==> config.mk <==
export PLATFORM = sky130hd
export DESIGN_NAME = mode_select_pin_sharing
export DESIGN_NICKNAME = d
export VERILOG_FILES = /design/src/rtl/mode_select_pkg.sv /design/src/rtl/mode_select_pin_sharing.sv /design/src/rtl/pin_sync.sv /design/src/rtl/startup_timer.sv
export SDC_FILE = /design/constraint.sdc
export NUM_CORES = 1
export LEC_CHECK = 0
export BUFFER_PORTS_ARGS = -buffer_cell sky130_fd_sc_hd__buf_4
export CAP_MARGIN = 25
export CORE_ASPECT_RATIO = 1.1
export CORE_MARGIN = 2
export CORE_UTILIZATION = 38
export CTS_CLUSTER_SIZE = 25
export DETAILED_ROUTE_END_ITERATION = 10
export MAX_ROUTING_LAYER = met4
export PLACE_DENSITY = 0.69
export SYNTH_ARGS = -nofsm -noshare
export SYNTH_HDL_FRONTEND = slang
export SYNTH_SLANG_ARGS = --single-unit
==> constraint.sdc <==
create_clock -name MCLK -period 2.4 [get_ports MCLK]
set_input_delay 0.36 -clock MCLK [delete_from_list [all_inputs] [get_ports MCLK]]
set_output_delay 0.36 -clock MCLK [all_outputs]
set_load 0.03 [all_outputs]
==> src/rtl/mode_select_pkg.sv <==
/*
 * Holds the constants, mode codes, host bus modes and carrier struct of the
 * operation-mode select and shared-pin block.
 * Assumes a 100 MHz system clock and a host on the parallel address/data bus.
 */
package mode_select_pkg;

  // ****************************************************************
  // Timing
  // ****************************************************************
  localparam int CLK_PERIOD_NS     = 10;
  localparam int STARTUP_CYCLES    = 10;
  localparam int HOST_QUIET_NS     = 200;
  localparam int HOST_QUIET_CYCLES = (HOST_QUIET_NS + CLK_PERIOD_NS - 1) / CLK_PERIOD_NS;

  // ****************************************************************
  // Register map and codes
  // ****************************************************************
  localparam logic [11:0] MODE_SELECT_OFFSET = 12'h000;
  localparam logic [7:0]  MODE_SELECT_RESET  = 8'h00;
  localparam logic [7:0]  MODE_CODE_NONE     = 8'h00;
  localparam logic [7:0]  MODE_CODE_MULTI    = 8'h01;
  localparam logic [7:0]  MODE_CODE_SERIAL   = 8'h02;
  localparam logic [7:0]  MODE_CODE_SLAVE    = 8'h03;

  // Level of address bit ten that selects the chip in synchronous mode A
  localparam logic        CS_MATCH_BIT_TEN   = 1'b0;

  // ****************************************************************
  // Types
  // ****************************************************************
  typedef enum logic [1:0] {
    BUS_SYNC_A,
    BUS_ASYNC_A,
    BUS_ASYNC_B,
    BUS_SYNC_B
  } bus_mode_e;

  typedef enum logic [1:0] {
    OP_NONE,
    OP_MULTI,
    OP_SERIAL,
    OP_SLAVE
  } op_mode_e;

  typedef struct packed {
    logic [11:0] addr;
    logic [7:0]  wdata;
    logic        wr;
    logic        rd;
  } mem_req_s;

endpackage

==> src/rtl/mode_select_pin_sharing.sv <==
/*
 * Operation-mode select register, host access front end and shared-pin
 * control (pin 10, pin 13, address bit eleven, float test).
 * Assumes the mode cores sit behind MEM_REQ/MEM_RDATA on the same clock and
 * that pad pull-downs and tri-state buffers are outside this logic.
 */
`timescale 1ns/1ps
module mode_select_pin_sharing
  import mode_select_pkg::*;
(
  input  wire logic        MCLK,
  input  wire logic        RESET_N,
  input  wire logic        CLK_EN,
  input  wire logic [1:0]  BUS_MODE,
  input  wire logic [9:0]  ADDR_LO,
  input  wire logic        ADDR_BIT_TEN_I,
  output logic             SECOND_INTERRUPT_OUT,
  output logic             PIN10_OE_N,
  input  wire logic        CS_N,
  input  wire logic        LATCH_STROBE_PIN,
  input  wire logic        WRITE_OR_ECLK_PIN,
  input  wire logic        RD_N,
  input  wire logic        WR_N,
  input  wire logic [7:0]  DATA_I,
  output logic      [7:0]  DATA_O,
  output logic             DATA_OE_N,
  output logic             READY_N,
  output logic             READY_OE_N,
  output logic             PIN13_O,
  output logic             PIN13_OE_N,
  input  wire logic        OUTPUTS_FLOAT_TEST_N,
  input  wire logic        TOKEN_HELD,
  input  wire logic        DATA_EXCHANGE,
  input  wire logic        ISO_ENABLE,
  input  wire logic        SYNC_PULSE,
  input  wire logic        RAM_4K,
  input  wire logic [1:0]  SEGMENT,
  input  wire logic        INT2_REQ,
  input  wire logic [7:0]  MEM_RDATA,
  output mem_req_s         MEM_REQ,
  output op_mode_e         OP_MODE,
  output logic             BLOCKS_EN,
  output logic             MAP_VISIBLE
);

  // ****************************************************************
  // Pin synchronisers
  // ****************************************************************
  localparam int SW = 27;

  // Idle levels: read and write strobes and chip select high, latch and eclk pins low, float test inactive
  localparam logic [SW-1:0] PIN_IDLE = {2'b00, 10'h000, 1'b0, 1'b1, 1'b0, 1'b0,
                                        1'b1, 1'b1, 8'h00, 1'b1};

  logic [SW-1:0] pins_raw;
  logic [SW-1:0] pins_s;
  logic [1:0]    bus_mode_s;
  logic [9:0]    addr_lo_s;
  logic          bit_ten_s;
  logic          cs_n_s;
  logic          latch_s;
  logic          wr_eclk_s;
  logic          rd_n_s;
  logic          wr_n_s;
  logic [7:0]    data_s;
  logic          float_n_s;

  assign pins_raw = {BUS_MODE, ADDR_LO, ADDR_BIT_TEN_I, CS_N, LATCH_STROBE_PIN,
                     WRITE_OR_ECLK_PIN, RD_N, WR_N, DATA_I, OUTPUTS_FLOAT_TEST_N};
  assign {bus_mode_s, addr_lo_s, bit_ten_s, cs_n_s, latch_s,
          wr_eclk_s, rd_n_s, wr_n_s, data_s, float_n_s} = pins_s;

  pin_sync #(
    .WIDTH     (SW)
  ) u_pin_sync (
    .clk       (MCLK),
    .reset_n   (RESET_N),
    .clk_en    (CLK_EN),
    .async_in  (pins_raw),
    .reset_val (PIN_IDLE),
    .sync_out  (pins_s)
  );

  bus_mode_e bus_mode;
  assign bus_mode = bus_mode_e'(bus_mode_s);

  // ****************************************************************
  // Mode state machine
  // ****************************************************************
  typedef enum logic [1:0] {
    ST_NONE,
    ST_STARTUP,
    ST_ACTIVE
  } mode_state_e;

  mode_state_e state_reg;
  logic [7:0]  mode_sel_reg;
  logic        rd_n_prev_reg;
  logic        wr_n_prev_reg;
  logic        rd_req;
  logic        wr_req;
  logic        chip_sel;
  logic        bit_ten_in;
  logic        bit_eleven;
  logic [11:0] lin_addr;
  logic [11:0] map_addr;
  logic        mode_valid;
  logic        start_pulse;
  logic        timer_busy;
  logic        timer_done;
  op_mode_e    op_mode_next;

  // Pin 10 is an input only while the multipoint mode is not chosen
  assign bit_ten_in = (OP_MODE == OP_MULTI) ? 1'b0 : bit_ten_s;

  // Host strobes: read taken on the falling edge, write on the rising edge
  assign rd_req = rd_n_prev_reg && !rd_n_s && chip_sel;
  assign wr_req = !wr_n_prev_reg && wr_n_s && chip_sel;

  always_comb begin
    if (bus_mode == BUS_SYNC_A) begin
      chip_sel = (bit_ten_in == CS_MATCH_BIT_TEN);
    end else begin
      chip_sel = !cs_n_s;
    end
  end

  // Twelfth address line for the 4k slave setting depends on the host bus mode
  always_comb begin
    unique case (bus_mode)
      BUS_SYNC_A:  bit_eleven = cs_n_s;
      BUS_ASYNC_B: bit_eleven = wr_eclk_s;
      default:     bit_eleven = latch_s;
    endcase
  end

  assign lin_addr = {2'b00, addr_lo_s};

  always_comb begin
    unique case (OP_MODE)
      OP_MULTI: map_addr = {SEGMENT, addr_lo_s};
      OP_SLAVE: begin
        if (RAM_4K) begin
          map_addr = {bit_eleven, bit_ten_in, addr_lo_s};
        end else begin
          map_addr = {1'b0, bit_ten_in, addr_lo_s};
        end
      end
      default:  map_addr = lin_addr;
    endcase
  end

  always_comb begin
    unique case (data_s)
      MODE_CODE_MULTI:  op_mode_next = OP_MULTI;
      MODE_CODE_SERIAL: op_mode_next = OP_SERIAL;
      MODE_CODE_SLAVE:  op_mode_next = OP_SLAVE;
      default:          op_mode_next = OP_NONE;
    endcase
  end

  assign mode_valid  = (op_mode_next != OP_NONE);
  assign start_pulse = (state_reg == ST_NONE) && wr_req &&
                       (lin_addr == MODE_SELECT_OFFSET) && mode_valid;

  always_ff @(posedge MCLK) begin
    if (!RESET_N) begin
      rd_n_prev_reg <= 1'b1;
      wr_n_prev_reg <= 1'b1;
    end else if (CLK_EN) begin
      rd_n_prev_reg <= rd_n_s;
      wr_n_prev_reg <= wr_n_s;
    end
  end

  always_ff @(posedge MCLK) begin
    if (!RESET_N) begin
      state_reg    <= ST_NONE;
      mode_sel_reg <= MODE_SELECT_RESET;
      OP_MODE      <= OP_NONE;
    end else if (CLK_EN) begin
      unique case (state_reg)
        ST_NONE: begin
          // Invalid codes are simply not stored, so the chip stays without mode
          if (start_pulse) begin
            mode_sel_reg <= data_s;
            OP_MODE      <= op_mode_next;
            state_reg    <= ST_STARTUP;
          end
        end
        ST_STARTUP: begin
          if (timer_done) begin
            state_reg <= ST_ACTIVE;
          end
        end
        ST_ACTIVE: begin
          // Only a reset leaves this state; the register is no longer decoded
          state_reg <= ST_ACTIVE;
        end
      endcase
    end
  end

  startup_timer #(
    .CYCLES  (STARTUP_CYCLES)
  ) u_startup_timer (
    .clk     (MCLK),
    .reset_n (RESET_N),
    .clk_en  (CLK_EN),
    .start   (start_pulse),
    .busy    (timer_busy),
    .done    (timer_done)
  );

  always_ff @(posedge MCLK) begin
    if (!RESET_N) begin
      BLOCKS_EN   <= 1'b0;
      MAP_VISIBLE <= 1'b0;
    end else if (CLK_EN) begin
      // Done pulse bridges the cycle between the timer and the state change
      BLOCKS_EN   <= timer_busy || timer_done || (state_reg == ST_ACTIVE);
      MAP_VISIBLE <= (state_reg == ST_ACTIVE) || timer_done;
    end
  end

  // ****************************************************************
  // Memory map forwarding
  // ****************************************************************
  // Accesses in the start-up window are dropped; the host keeps off the bus
  always_ff @(posedge MCLK) begin
    if (!RESET_N) begin
      MEM_REQ <= '0;
    end else if (CLK_EN) begin
      MEM_REQ.wr    <= wr_req && (state_reg == ST_ACTIVE);
      MEM_REQ.rd    <= rd_req && (state_reg == ST_ACTIVE);
      MEM_REQ.addr  <= map_addr;
      MEM_REQ.wdata <= data_s;
    end
  end

  // ****************************************************************
  // Host read data and ready
  // ****************************************************************
  logic read_open;

  assign read_open = !rd_n_s && chip_sel;

  always_ff @(posedge MCLK) begin
    if (!RESET_N) begin
      DATA_O    <= 8'h00;
      DATA_OE_N <= 1'b1;
    end else if (CLK_EN) begin
      // Without a mode the data is meaningless; the register value is shown
      DATA_O    <= (state_reg == ST_ACTIVE) ? MEM_RDATA : mode_sel_reg;
      DATA_OE_N <= !(read_open && float_n_s);
    end
  end

  // Ready is given in every state so the host never stalls
  always_ff @(posedge MCLK) begin
    if (!RESET_N) begin
      READY_N    <= 1'b1;
      READY_OE_N <= 1'b1;
    end else if (CLK_EN) begin
      if (rd_req || wr_req) begin
        READY_N <= 1'b0;
      end else if (rd_n_s) begin
        READY_N <= 1'b1;
      end
      READY_OE_N <= !float_n_s;
    end
  end

  // ****************************************************************
  // Shared pins 10 and 13
  // ****************************************************************
  always_ff @(posedge MCLK) begin
    if (!RESET_N) begin
      SECOND_INTERRUPT_OUT <= 1'b0;
      PIN10_OE_N           <= 1'b1;
    end else if (CLK_EN) begin
      SECOND_INTERRUPT_OUT <= (OP_MODE == OP_MULTI) && INT2_REQ;
      // Drive starts with the mode write itself, not after start-up
      PIN10_OE_N <= !(((OP_MODE == OP_MULTI) ||
                       (start_pulse && op_mode_next == OP_MULTI)) && float_n_s);
    end
  end

  always_ff @(posedge MCLK) begin
    if (!RESET_N) begin
      PIN13_O    <= 1'b1;
      PIN13_OE_N <= 1'b1;
    end else if (CLK_EN) begin
      unique case (OP_MODE)
        OP_MULTI: PIN13_O <= !TOKEN_HELD;
        OP_SLAVE: PIN13_O <= ISO_ENABLE ? SYNC_PULSE : !DATA_EXCHANGE;
        default:  PIN13_O <= 1'b1;
      endcase
      PIN13_OE_N <= !float_n_s;
    end
  end

endmodule // mode_select_pin_sharing

==> src/rtl/pin_sync.sv <==
/*
 * Two-flop synchroniser for a vector of pin inputs.
 * Assumes every bit is independent; multi-bit values must be stable while read.
 */
`timescale 1ns/1ps
module pin_sync #(
  parameter int WIDTH = 1
) (
  input  wire logic             clk,
  input  wire logic             reset_n,
  input  wire logic             clk_en,
  input  wire logic [WIDTH-1:0] async_in,
  input  wire logic [WIDTH-1:0] reset_val,
  output logic      [WIDTH-1:0] sync_out
);

  logic [WIDTH-1:0] meta_reg;

  // First stage is read only by the second stage
  // Both stages reset to the idle pin levels so no false strobe edge follows reset
  always_ff @(posedge clk) begin
    if (!reset_n) begin
      meta_reg <= reset_val;
      sync_out <= reset_val;
    end else if (clk_en) begin
      meta_reg <= async_in;
      sync_out <= meta_reg;
    end
  end

endmodule // pin_sync

==> src/rtl/startup_timer.sv <==
/*
 * Counts the block-enable period after a mode has been chosen.
 * Assumes start is a one-cycle pulse; a start while busy is ignored.
 */
`timescale 1ns/1ps
module startup_timer
  import mode_select_pkg::*;
#(
  parameter int CYCLES = STARTUP_CYCLES
) (
  input  wire logic clk,
  input  wire logic reset_n,
  input  wire logic clk_en,
  input  wire logic start,
  output logic      busy,
  output logic      done
);

  localparam int CW = $clog2(CYCLES + 1);

  logic [CW-1:0] count_reg;

  always_ff @(posedge clk) begin
    if (!reset_n) begin
      count_reg <= '0;
      busy      <= 1'b0;
      done      <= 1'b0;
    end else if (clk_en) begin
      done <= 1'b0;
      if (start && !busy) begin
        busy      <= 1'b1;
        count_reg <= CW'(CYCLES - 1);
      end else if (busy) begin
        if (count_reg == '0) begin
          busy <= 1'b0;
          done <= 1'b1;
        end else begin
          count_reg <= count_reg - 1'b1;
        end
      end
    end
  end

endmodule // startup_timer

==> results of run 1 <==
power by group through the flow:
stage,clock network [mW],logic [mW],registers (mW)
4_1_cts,1.40,0.338,1.95
6_report,1.37,0.334,1.95
2_1_floorplan,0,0.191,2.02
5_1_grt,1.49,0.365,1.96
3_5_place_dp,0,0.337,2.00
3_3_place_gp,0,0.330,2.00
final cells by class:
cell class,instances,area [sq um]
clock buffer,11,233
clock inverter,5,42.5
fill,1096,5990
inverter,9,33.8
multi-input combinational,289,2110
sequential,112,2240
tap,150,188
timing repair buffer,94,706
worst register-to-register path, stage by stage (launching register included):
cell	delay (ns)
dfxtp_1	0.33
nor4_1	0.34
buf_4	0.17
o2111ai_1	0.16
or4_4	0.64
or2_1	0.28
a21boi_1	0.13
metrics by stage:
stage | hold slack, ns | cells
global placement | 0.447 | 654
finish | 0.238 | 670
global route | 0.241 | 670
detailed placement | 0.453 | 654
CTS | 0.231 | 670
floorplan | 0.432 | 442
cells by family after synthesis:
family / count (synthesis)
buf+inv: 41
mux: 87
simple gates: 146
fa+ha+maj: 4
flops: 112
compound gates: 52
layer usage:
metal  up-vias  global-route usage [%]  share of wire [%]
met4         0                    4.57               0.99
met1      1501                    20.5                 50
met5         -                       -                  0
met2        87                    22.8                 43
li1       1662                       -                  -
met3         9                    3.25                6.1
placed cells by master, fill, tap and decap left out, types with 2 or more instances in the layout:
cell type    n
buf_4       94
o21ai_0      9
a21boi_0     4
a31o_2       2
clkbuf_16    9
ha_1         4
o2111ai_1    2
mux2i_1     87
a21oi_1      8
nor4_1       3
nor2_1       9
o211a_1      8
nand2_1     37
nor2b_1     69
clkinv_4     3
nand2b_1     2
and3_1       6
inv_1        9
a21boi_1     2
nor3_1       2
or2_1        2
nand3_1      6
a2bb2oi_1    2
o211ai_1     4
dfxtp_1    112
clkbuf_1     2
worst paths after layout:
check | slack, ns | to | from | cells past startpoint
worst max-delay path | 0.27 | OP_MODE[0] | u_pin_sync.sync_out[3] | 6
worst min-delay path | 0.24 | u_pin_sync.meta_reg[10] | RD_N | 3
worst max register to register | 0.27 | OP_MODE[0] | u_pin_sync.sync_out[3] | 6
worst min register to register | 0.47 | wr_n_prev_reg | wr_n_prev_reg | 2
==> impl_results.md, run 1 <==
* CTS resizes at 0
* Post-CTS Setup Inserts at 0
* VDD IR max at 0.377 mV
* Worst setup EP type: register
* Final Cell Area at 0.00556 sq mm
* Max Cap Viol at 0
* First DRT Iteration DRCs at 133
* Initial antenna violation count at 0
* Post-layout util at 48.1%
* Post-placement cell area at 0.00528 sq mm
* Synth async-reset ratio at 0%
* Vias/cell at 4.86
* Chip width at 108 um
* Clk pwr share at 37.4%
* Largest cells by area after synthesis: dfxtp_1, mux2i_1, nor2b_1, nand2_1, o211a_1
* WS Path Type: reg2reg
* CP top delay family: simple AND/OR/NAND/NOR gates
* CP required at 2.67 ns
* Post-synth top flop: dfxtp_1
* Worst min path class: in2reg
* Max stage delay on crit path at 0.64 ns
* Top Ports at 87
* Number of synthesized flops with an enable pin at 0
* Final layout net count at 565
* Clock sinks at 112
* First-pass DRT Iterations at 4
* Count of cell types in the netlist at 47
* Final setup fails at 0
* Max Transition Viols Final at 0
* Starting Density at 39.2%
* Power per cell area at 658 mW/mm^2
* Pin count of the biggest net entering global routing at 47
* Final worst-path setup slack at 0.275 ns
* Synthesis-stage register bit count at 112
* Sw Pwr at 855 uW
* First-pass GRT wire length at 15.3 mm
* DRC Markers at 0
* GRT Overall Usage at 15.2%
* Most common cell in the synthesized netlist: dfxtp_1
* Routed Wire Length at 9.27 mm
* Syn Area/Cell at 10.2 sq um
* Synth Area in Simple Gates at 17.9%
* Max H-tree Level at 3
* Hold Vio Cnt, Final at 0
* Die ar. at 0.0128 sq mm
* Relative slew slack at 57.8%
* Comb power frac at 9.1%
* ANT nets after route at 0
* # diodes at 0
* Mapped Cells at 442
* Clock Skew at 0.00716 ns
* Internal power at 2.80 mW
* GPL Wtd Cong at 0.735
* CTS tree: built
* Core footprint at 0.0115 sq mm
* Clock tree buffer depth at 2
* Vias at 3,259
* Most frequent cells after synthesis: dfxtp_1, mux2i_1, nor2b_1
* Clk_lat worst skew at 0.34 ns
* WL/cell at 13.8 um
* Buf+Inv Stages, Crit Path at 1
* CTS clock-pin slew for the worst setup and hold paths at 0.07 ns
* Mux cell area share after synthesis at 19.2%
* Vias in the first global route at 3,169
* Critical path cell sequence: nor4_1 > buf_4 > o2111ai_1 > or4_4 > or2_1 > a21boi_1
* Slowest cell on the critical path: or4_4
* CTS Root Cell: clkbuf_16
* Die height at 118 um
* Post-synth top area share at 49.5%
* Total power at 3.66 mW
* Syn_nets at 492
* Mapped cell area at 0.00453 sq mm
* Max Clk Rate at 0.471 GHz
* Compound-Gate Fraction of Synth Area at 8.46%
* Leakage at 2.44 nW
* Site Rows at 41
* Area grow syn2layout at 22.7%
* Status: complete, no violations
* CTS buffer count at 9
* Post-Synth Adder-Cell Area at 1.11%
* Seq/Total Area, Yosys at 49.5%
* Synth Warn # at 0
* XOR/XNOR Fraction of Synth Area at 0%
* RSZ-0062 raised after global routing: false
* Sum of negative setup slack at 0 ns
* Sw frac at 23.4%
* Hpwl dp at 6.59 mm
* Setup crit start kind: register
* Post-route minimum period at 2.13 ns
* Hold buffers post-CTS at 0
* Worst slack, placed at 0.306 ns
* Largest family of logic cells by synthesized area: multiplexers
* Cell taking the most area after synthesis: dfxtp_1
* Crit Path Max Fanout at 13
* Actual slew at the worst max-slew pin at 0.633 ns
* Input/output buffers at 86
* Remaining Overflow, GRT at 0
* Final period utilization at 88.6%
* Fraction of layout cells with a size suffix above 1 at 21.9%
* Power share of the sequential group at 53.5%
* Worst Path Arrival at 2.39 ns
Note: power is estimated with default switching activity, not from simulation.
==> run 2, diff against run 1 <==
--- a/config.mk
+++ b/config.mk
@@ -5,6 +5,7 @@
 export SDC_FILE = /design/constraint.sdc
 export NUM_CORES = 1
 export LEC_CHECK = 0
+export ABC_AREA = 1
 export BUFFER_PORTS_ARGS = -buffer_cell sky130_fd_sc_hd__buf_4
 export CAP_MARGIN = 25
 export CORE_ASPECT_RATIO = 1.1
@@ -13,7 +14,7 @@
 export CTS_CLUSTER_SIZE = 25
 export DETAILED_ROUTE_END_ITERATION = 10
 export MAX_ROUTING_LAYER = met4
-export PLACE_DENSITY = 0.69
+export PLACE_DENSITY = 0.7
 export SYNTH_ARGS = -nofsm -noshare
 export SYNTH_HDL_FRONTEND = slang
 export SYNTH_SLANG_ARGS = --single-unit
==> run 2 against run 1 <==
  * Clock power rose by 10%
  * Routed wire length increased by 4.6%
  * Sequential share of layout area increased by 2.0 points
  * Fmax increased by 22%
  * Sequential power is 3% higher
  * Non-clock buffer count down 3
  * Global-route usage rose by 2.0 points
  * Combinational power increased by 26%
  * Synthesized cell count increased by 27%
  * Hold slack got worse by 0.0088 ns
  * Critical endpoint unchanged
  * Largest cell class unchanged
  * Highest routed layer unchanged
==> impl_results.md, run 2 <==
* Status: complete, no violations
* Area grow syn2layout at 24.0%
* Final cell count without fillers at 782 (+17%)
* Seq/Total Area, Yosys at 52.5% (+3.0 points)
* Commonest non-fill, non-tap cell in the layout: nor2_1
* Worst Path Arrival at 2.03 ns (-0.36 ns)
* Register Area at 0.00224 sq mm (unchanged)
* Clock sinks at 112 (unchanged)
* Max Clk Rate at 0.572 GHz (+22%)
* Hpwl dp at 6.61 mm (+0.39%)
* Area of the multi-input gates at 0.00176 sq mm (-17%)
* CTS resizes at 0 (unchanged)
* Vias at 3,717 (+14%)
* Cell taking the most area after synthesis: dfxtp_1
* Starting Density at 39.0% (-0.25 points)
* Most common cell in the synthesized netlist: nor2_1
* WS Path Type: reg2reg
* CP required at 2.68 ns (about the same)
* Critical path origin: state_reg[1]
* # diodes at 0 (unchanged)
* Actual slew at the worst max-slew pin at 0.520 ns (-0.113 ns)
* Mapped cell area at 0.00427 sq mm (-5.6%)
* Max Cap Viol at 0 (unchanged)
* DRC Markers at 0 (unchanged)
* Fill count at 1,063 (-3.0%)
* WL/cell at 12.4 um (-10%)
* Top Ports at 87 (unchanged)
* Setup crit start kind: register
* Cell Count Post-Placement at 766 (+17%)
* First-pass DRT Iterations at 4 (unchanged)
* Final period utilization at 72.8% (-16 points)
* CTS Root Cell: clkbuf_16
* Hold Vio Cnt, Final at 0 (unchanged)
* Fraction of layout cells with a size suffix above 1 at 18.3% (-3.7 points)
* VDD IR max at 0.334 mV (-11%)
* ANT nets after route at 0 (unchanged)
* Post-synth top area share at 52.5% (+3.0 points)
* Relative slew slack at 65.3% (+7.5 points)
* Post-route minimum period at 1.75 ns (-0.378 ns)
* Post-placement cell area at 0.00499 sq mm (-5.5%)
* Clock Skew at 0.00769 ns (+0.000525 ns)
* Max Transition Viols Final at 0 (unchanged)
* Initial antenna violation count at 0 (unchanged)
* Final layout net count at 680 (+20%)
* Core footprint at 0.0110 sq mm (-5.0%)
* Sum of negative setup slack at 0 ns (unchanged)
* Vias in the first global route at 3,495 (+10%)
* FF-to-FF Start: state_reg[1]
* GPL Wtd Cong at 0.825 (+12%)
* Clk_lat worst skew at 0.34 ns (about the same)
* Pin count of the biggest net entering global routing at 59 (+26%)
* First-pass GRT wire length at 16.4 mm (+7.2%)
* Post-synth top flop: dfxtp_1
* CTS buffer count at 9 (unchanged)
* Die height at 115 um (-2.8%)
* Synth async-reset ratio at 0% (unchanged)
* Syn_nets at 613 (+25%)
* Routed Wire Length at 9.70 mm (+4.6%)
* Largest cells by area after synthesis: dfxtp_1, nor2_1, o21ai_0, nand2_1, a21oi_1
* Worst slack, placed at 0.659 ns (+0.353 ns)
* Syn Area/Cell at 7.59 sq um (-26%)
* Final Cell Area at 0.00530 sq mm (-4.7%)
* Most frequent cells after synthesis: nor2_1, dfxtp_1, o21ai_0
* Chip width at 105 um (-2.8%)
* Post-CTS Setup Inserts at 0 (unchanged)
* Site Rows at 40 (-2.4%)
* Hold Crit Start: OUTPUTS_FLOAT_TEST_N
* Crit Path Max Fanout at 11 (-2)
* Worst setup EP type: register
* Remaining Overflow, GRT at 0 (unchanged)
* CTS tree: built
* Input/output buffers at 86 (unchanged)
* Number of synthesized flops with an enable pin at 0 (unchanged)
* Commonest non-fill, non-tap cells in the layout: nor2_1, dfxtp_1, buf_4
* Worst min path class: in2reg
* Die ar. at 0.0121 sq mm (-5.4%)
* Vias/cell at 4.75 (-2.3%)
* First DRT Iteration DRCs at 172 (+29%)
* Synth Warn # at 0 (unchanged)
* Clock tree buffer depth at 2 (unchanged)
* Max H-tree Level at 3 (unchanged)
* Synthesis-stage register bit count at 112 (unchanged)
* Count of cell types in the netlist at 28 (-40%)
* Hold buffers post-CTS at 0 (unchanged)
* Leakage at 2.39 nW (-2.3%)
* Power per cell area at 744 mW/mm^2 (+13%)
* Final worst-path setup slack at 0.652 ns (+0.378 ns)
* Final setup fails at 0 (unchanged)
* CTS clock-pin slew for the worst setup and hold paths at 0.07 ns (about the same)
* GRT Overall Usage at 17.2% (+2.0 points)
* Mapped Cells at 563 (+27%)
* RSZ-0062 raised after global routing: false
## run 2: where the power goes
| part | leakage (nW) | total (mW) | switching [mW] | internal, mW |
|---|---|---|---|---|
| clock | 0.146 | 1.51 | 0.684 | 0.827 |
| sequential | 0.923 | 2.01 | 0.0569 | 1.95 |
| combinational | 1.32 | 0.420 | 0.253 | 0.167 |
## run 2: worst paths after layout
path / endpoint / slack [ns] / depth (start not counted)
setup / recovery: OP_MODE[0] / 0.65 / 9
hold / removal: u_pin_sync.meta_reg[0] / 0.23 / 3
setup reg to reg: OP_MODE[0] / 0.65 / 9
hold reg to reg: mode_sel_reg[3] / 0.46 / 2
## run 2: stage by stage
step | hold slack, ns | power [mW] | util, %
after floorplan | 0.429 | 2.31 | -
after global placement | 0.439 | 2.47 | 45.5
after detailed placement | 0.444 | 2.47 | 45.5
after CTS | 0.222 | 3.99 | 48.3
after global routing | 0.222 | 4.14 | 48.3
final | 0.230 | 3.94 | 48.3
## run 2: cells by family (layout without fill, tap and decap cells)
| family | after synthesis | count (layout) | synth area share [%] |
|---|---|---|---|
| xor+xnor | 2 | 2 | 0.410 |
| simple gates | 255 | 255 | 24.5 |
| buf+inv | 65 | 137 | 6.36 |
| compound gates | 125 | 125 | 15.1 |
| fa+ha+maj | 4 | 4 | 1.17 |
| flops | 112 | 112 | 52.5 |
## run 2: layout make-up
cell class                      instances  area share [%]
Sequential cell                       112            42.3
Multi-Input combinational cell        386            33.2
Timing Repair Buffer                   91            13.1
Clock buffer                           10            4.32
Tap cell                              147            3.47
Inverter                               30            2.13
Clock inverter                          6            1.42
## run 2: layer usage
metal | GRT usage, % | up-vias | routed length, um
met4 | 4.27 | 0 | 90
met3 | 4.20 | 8 | 471
li1 | - | 1947 | -
met1 | 21.2 | 1678 | 4450
met5 | - | - | 0
met2 | 28.6 | 84 | 4690
## run 2: worst max-delay path: stages (launching register included)
cell	delay, ns
dfxtp_1	0.33
inv_1	0.09
ha_1	0.17
nor3b_1	0.19
nand2_1	0.12
nor2_4	0.16
nand3_2	0.24
clkinv_1	0.15
o21ai_0	0.10
nor2_1	0.13
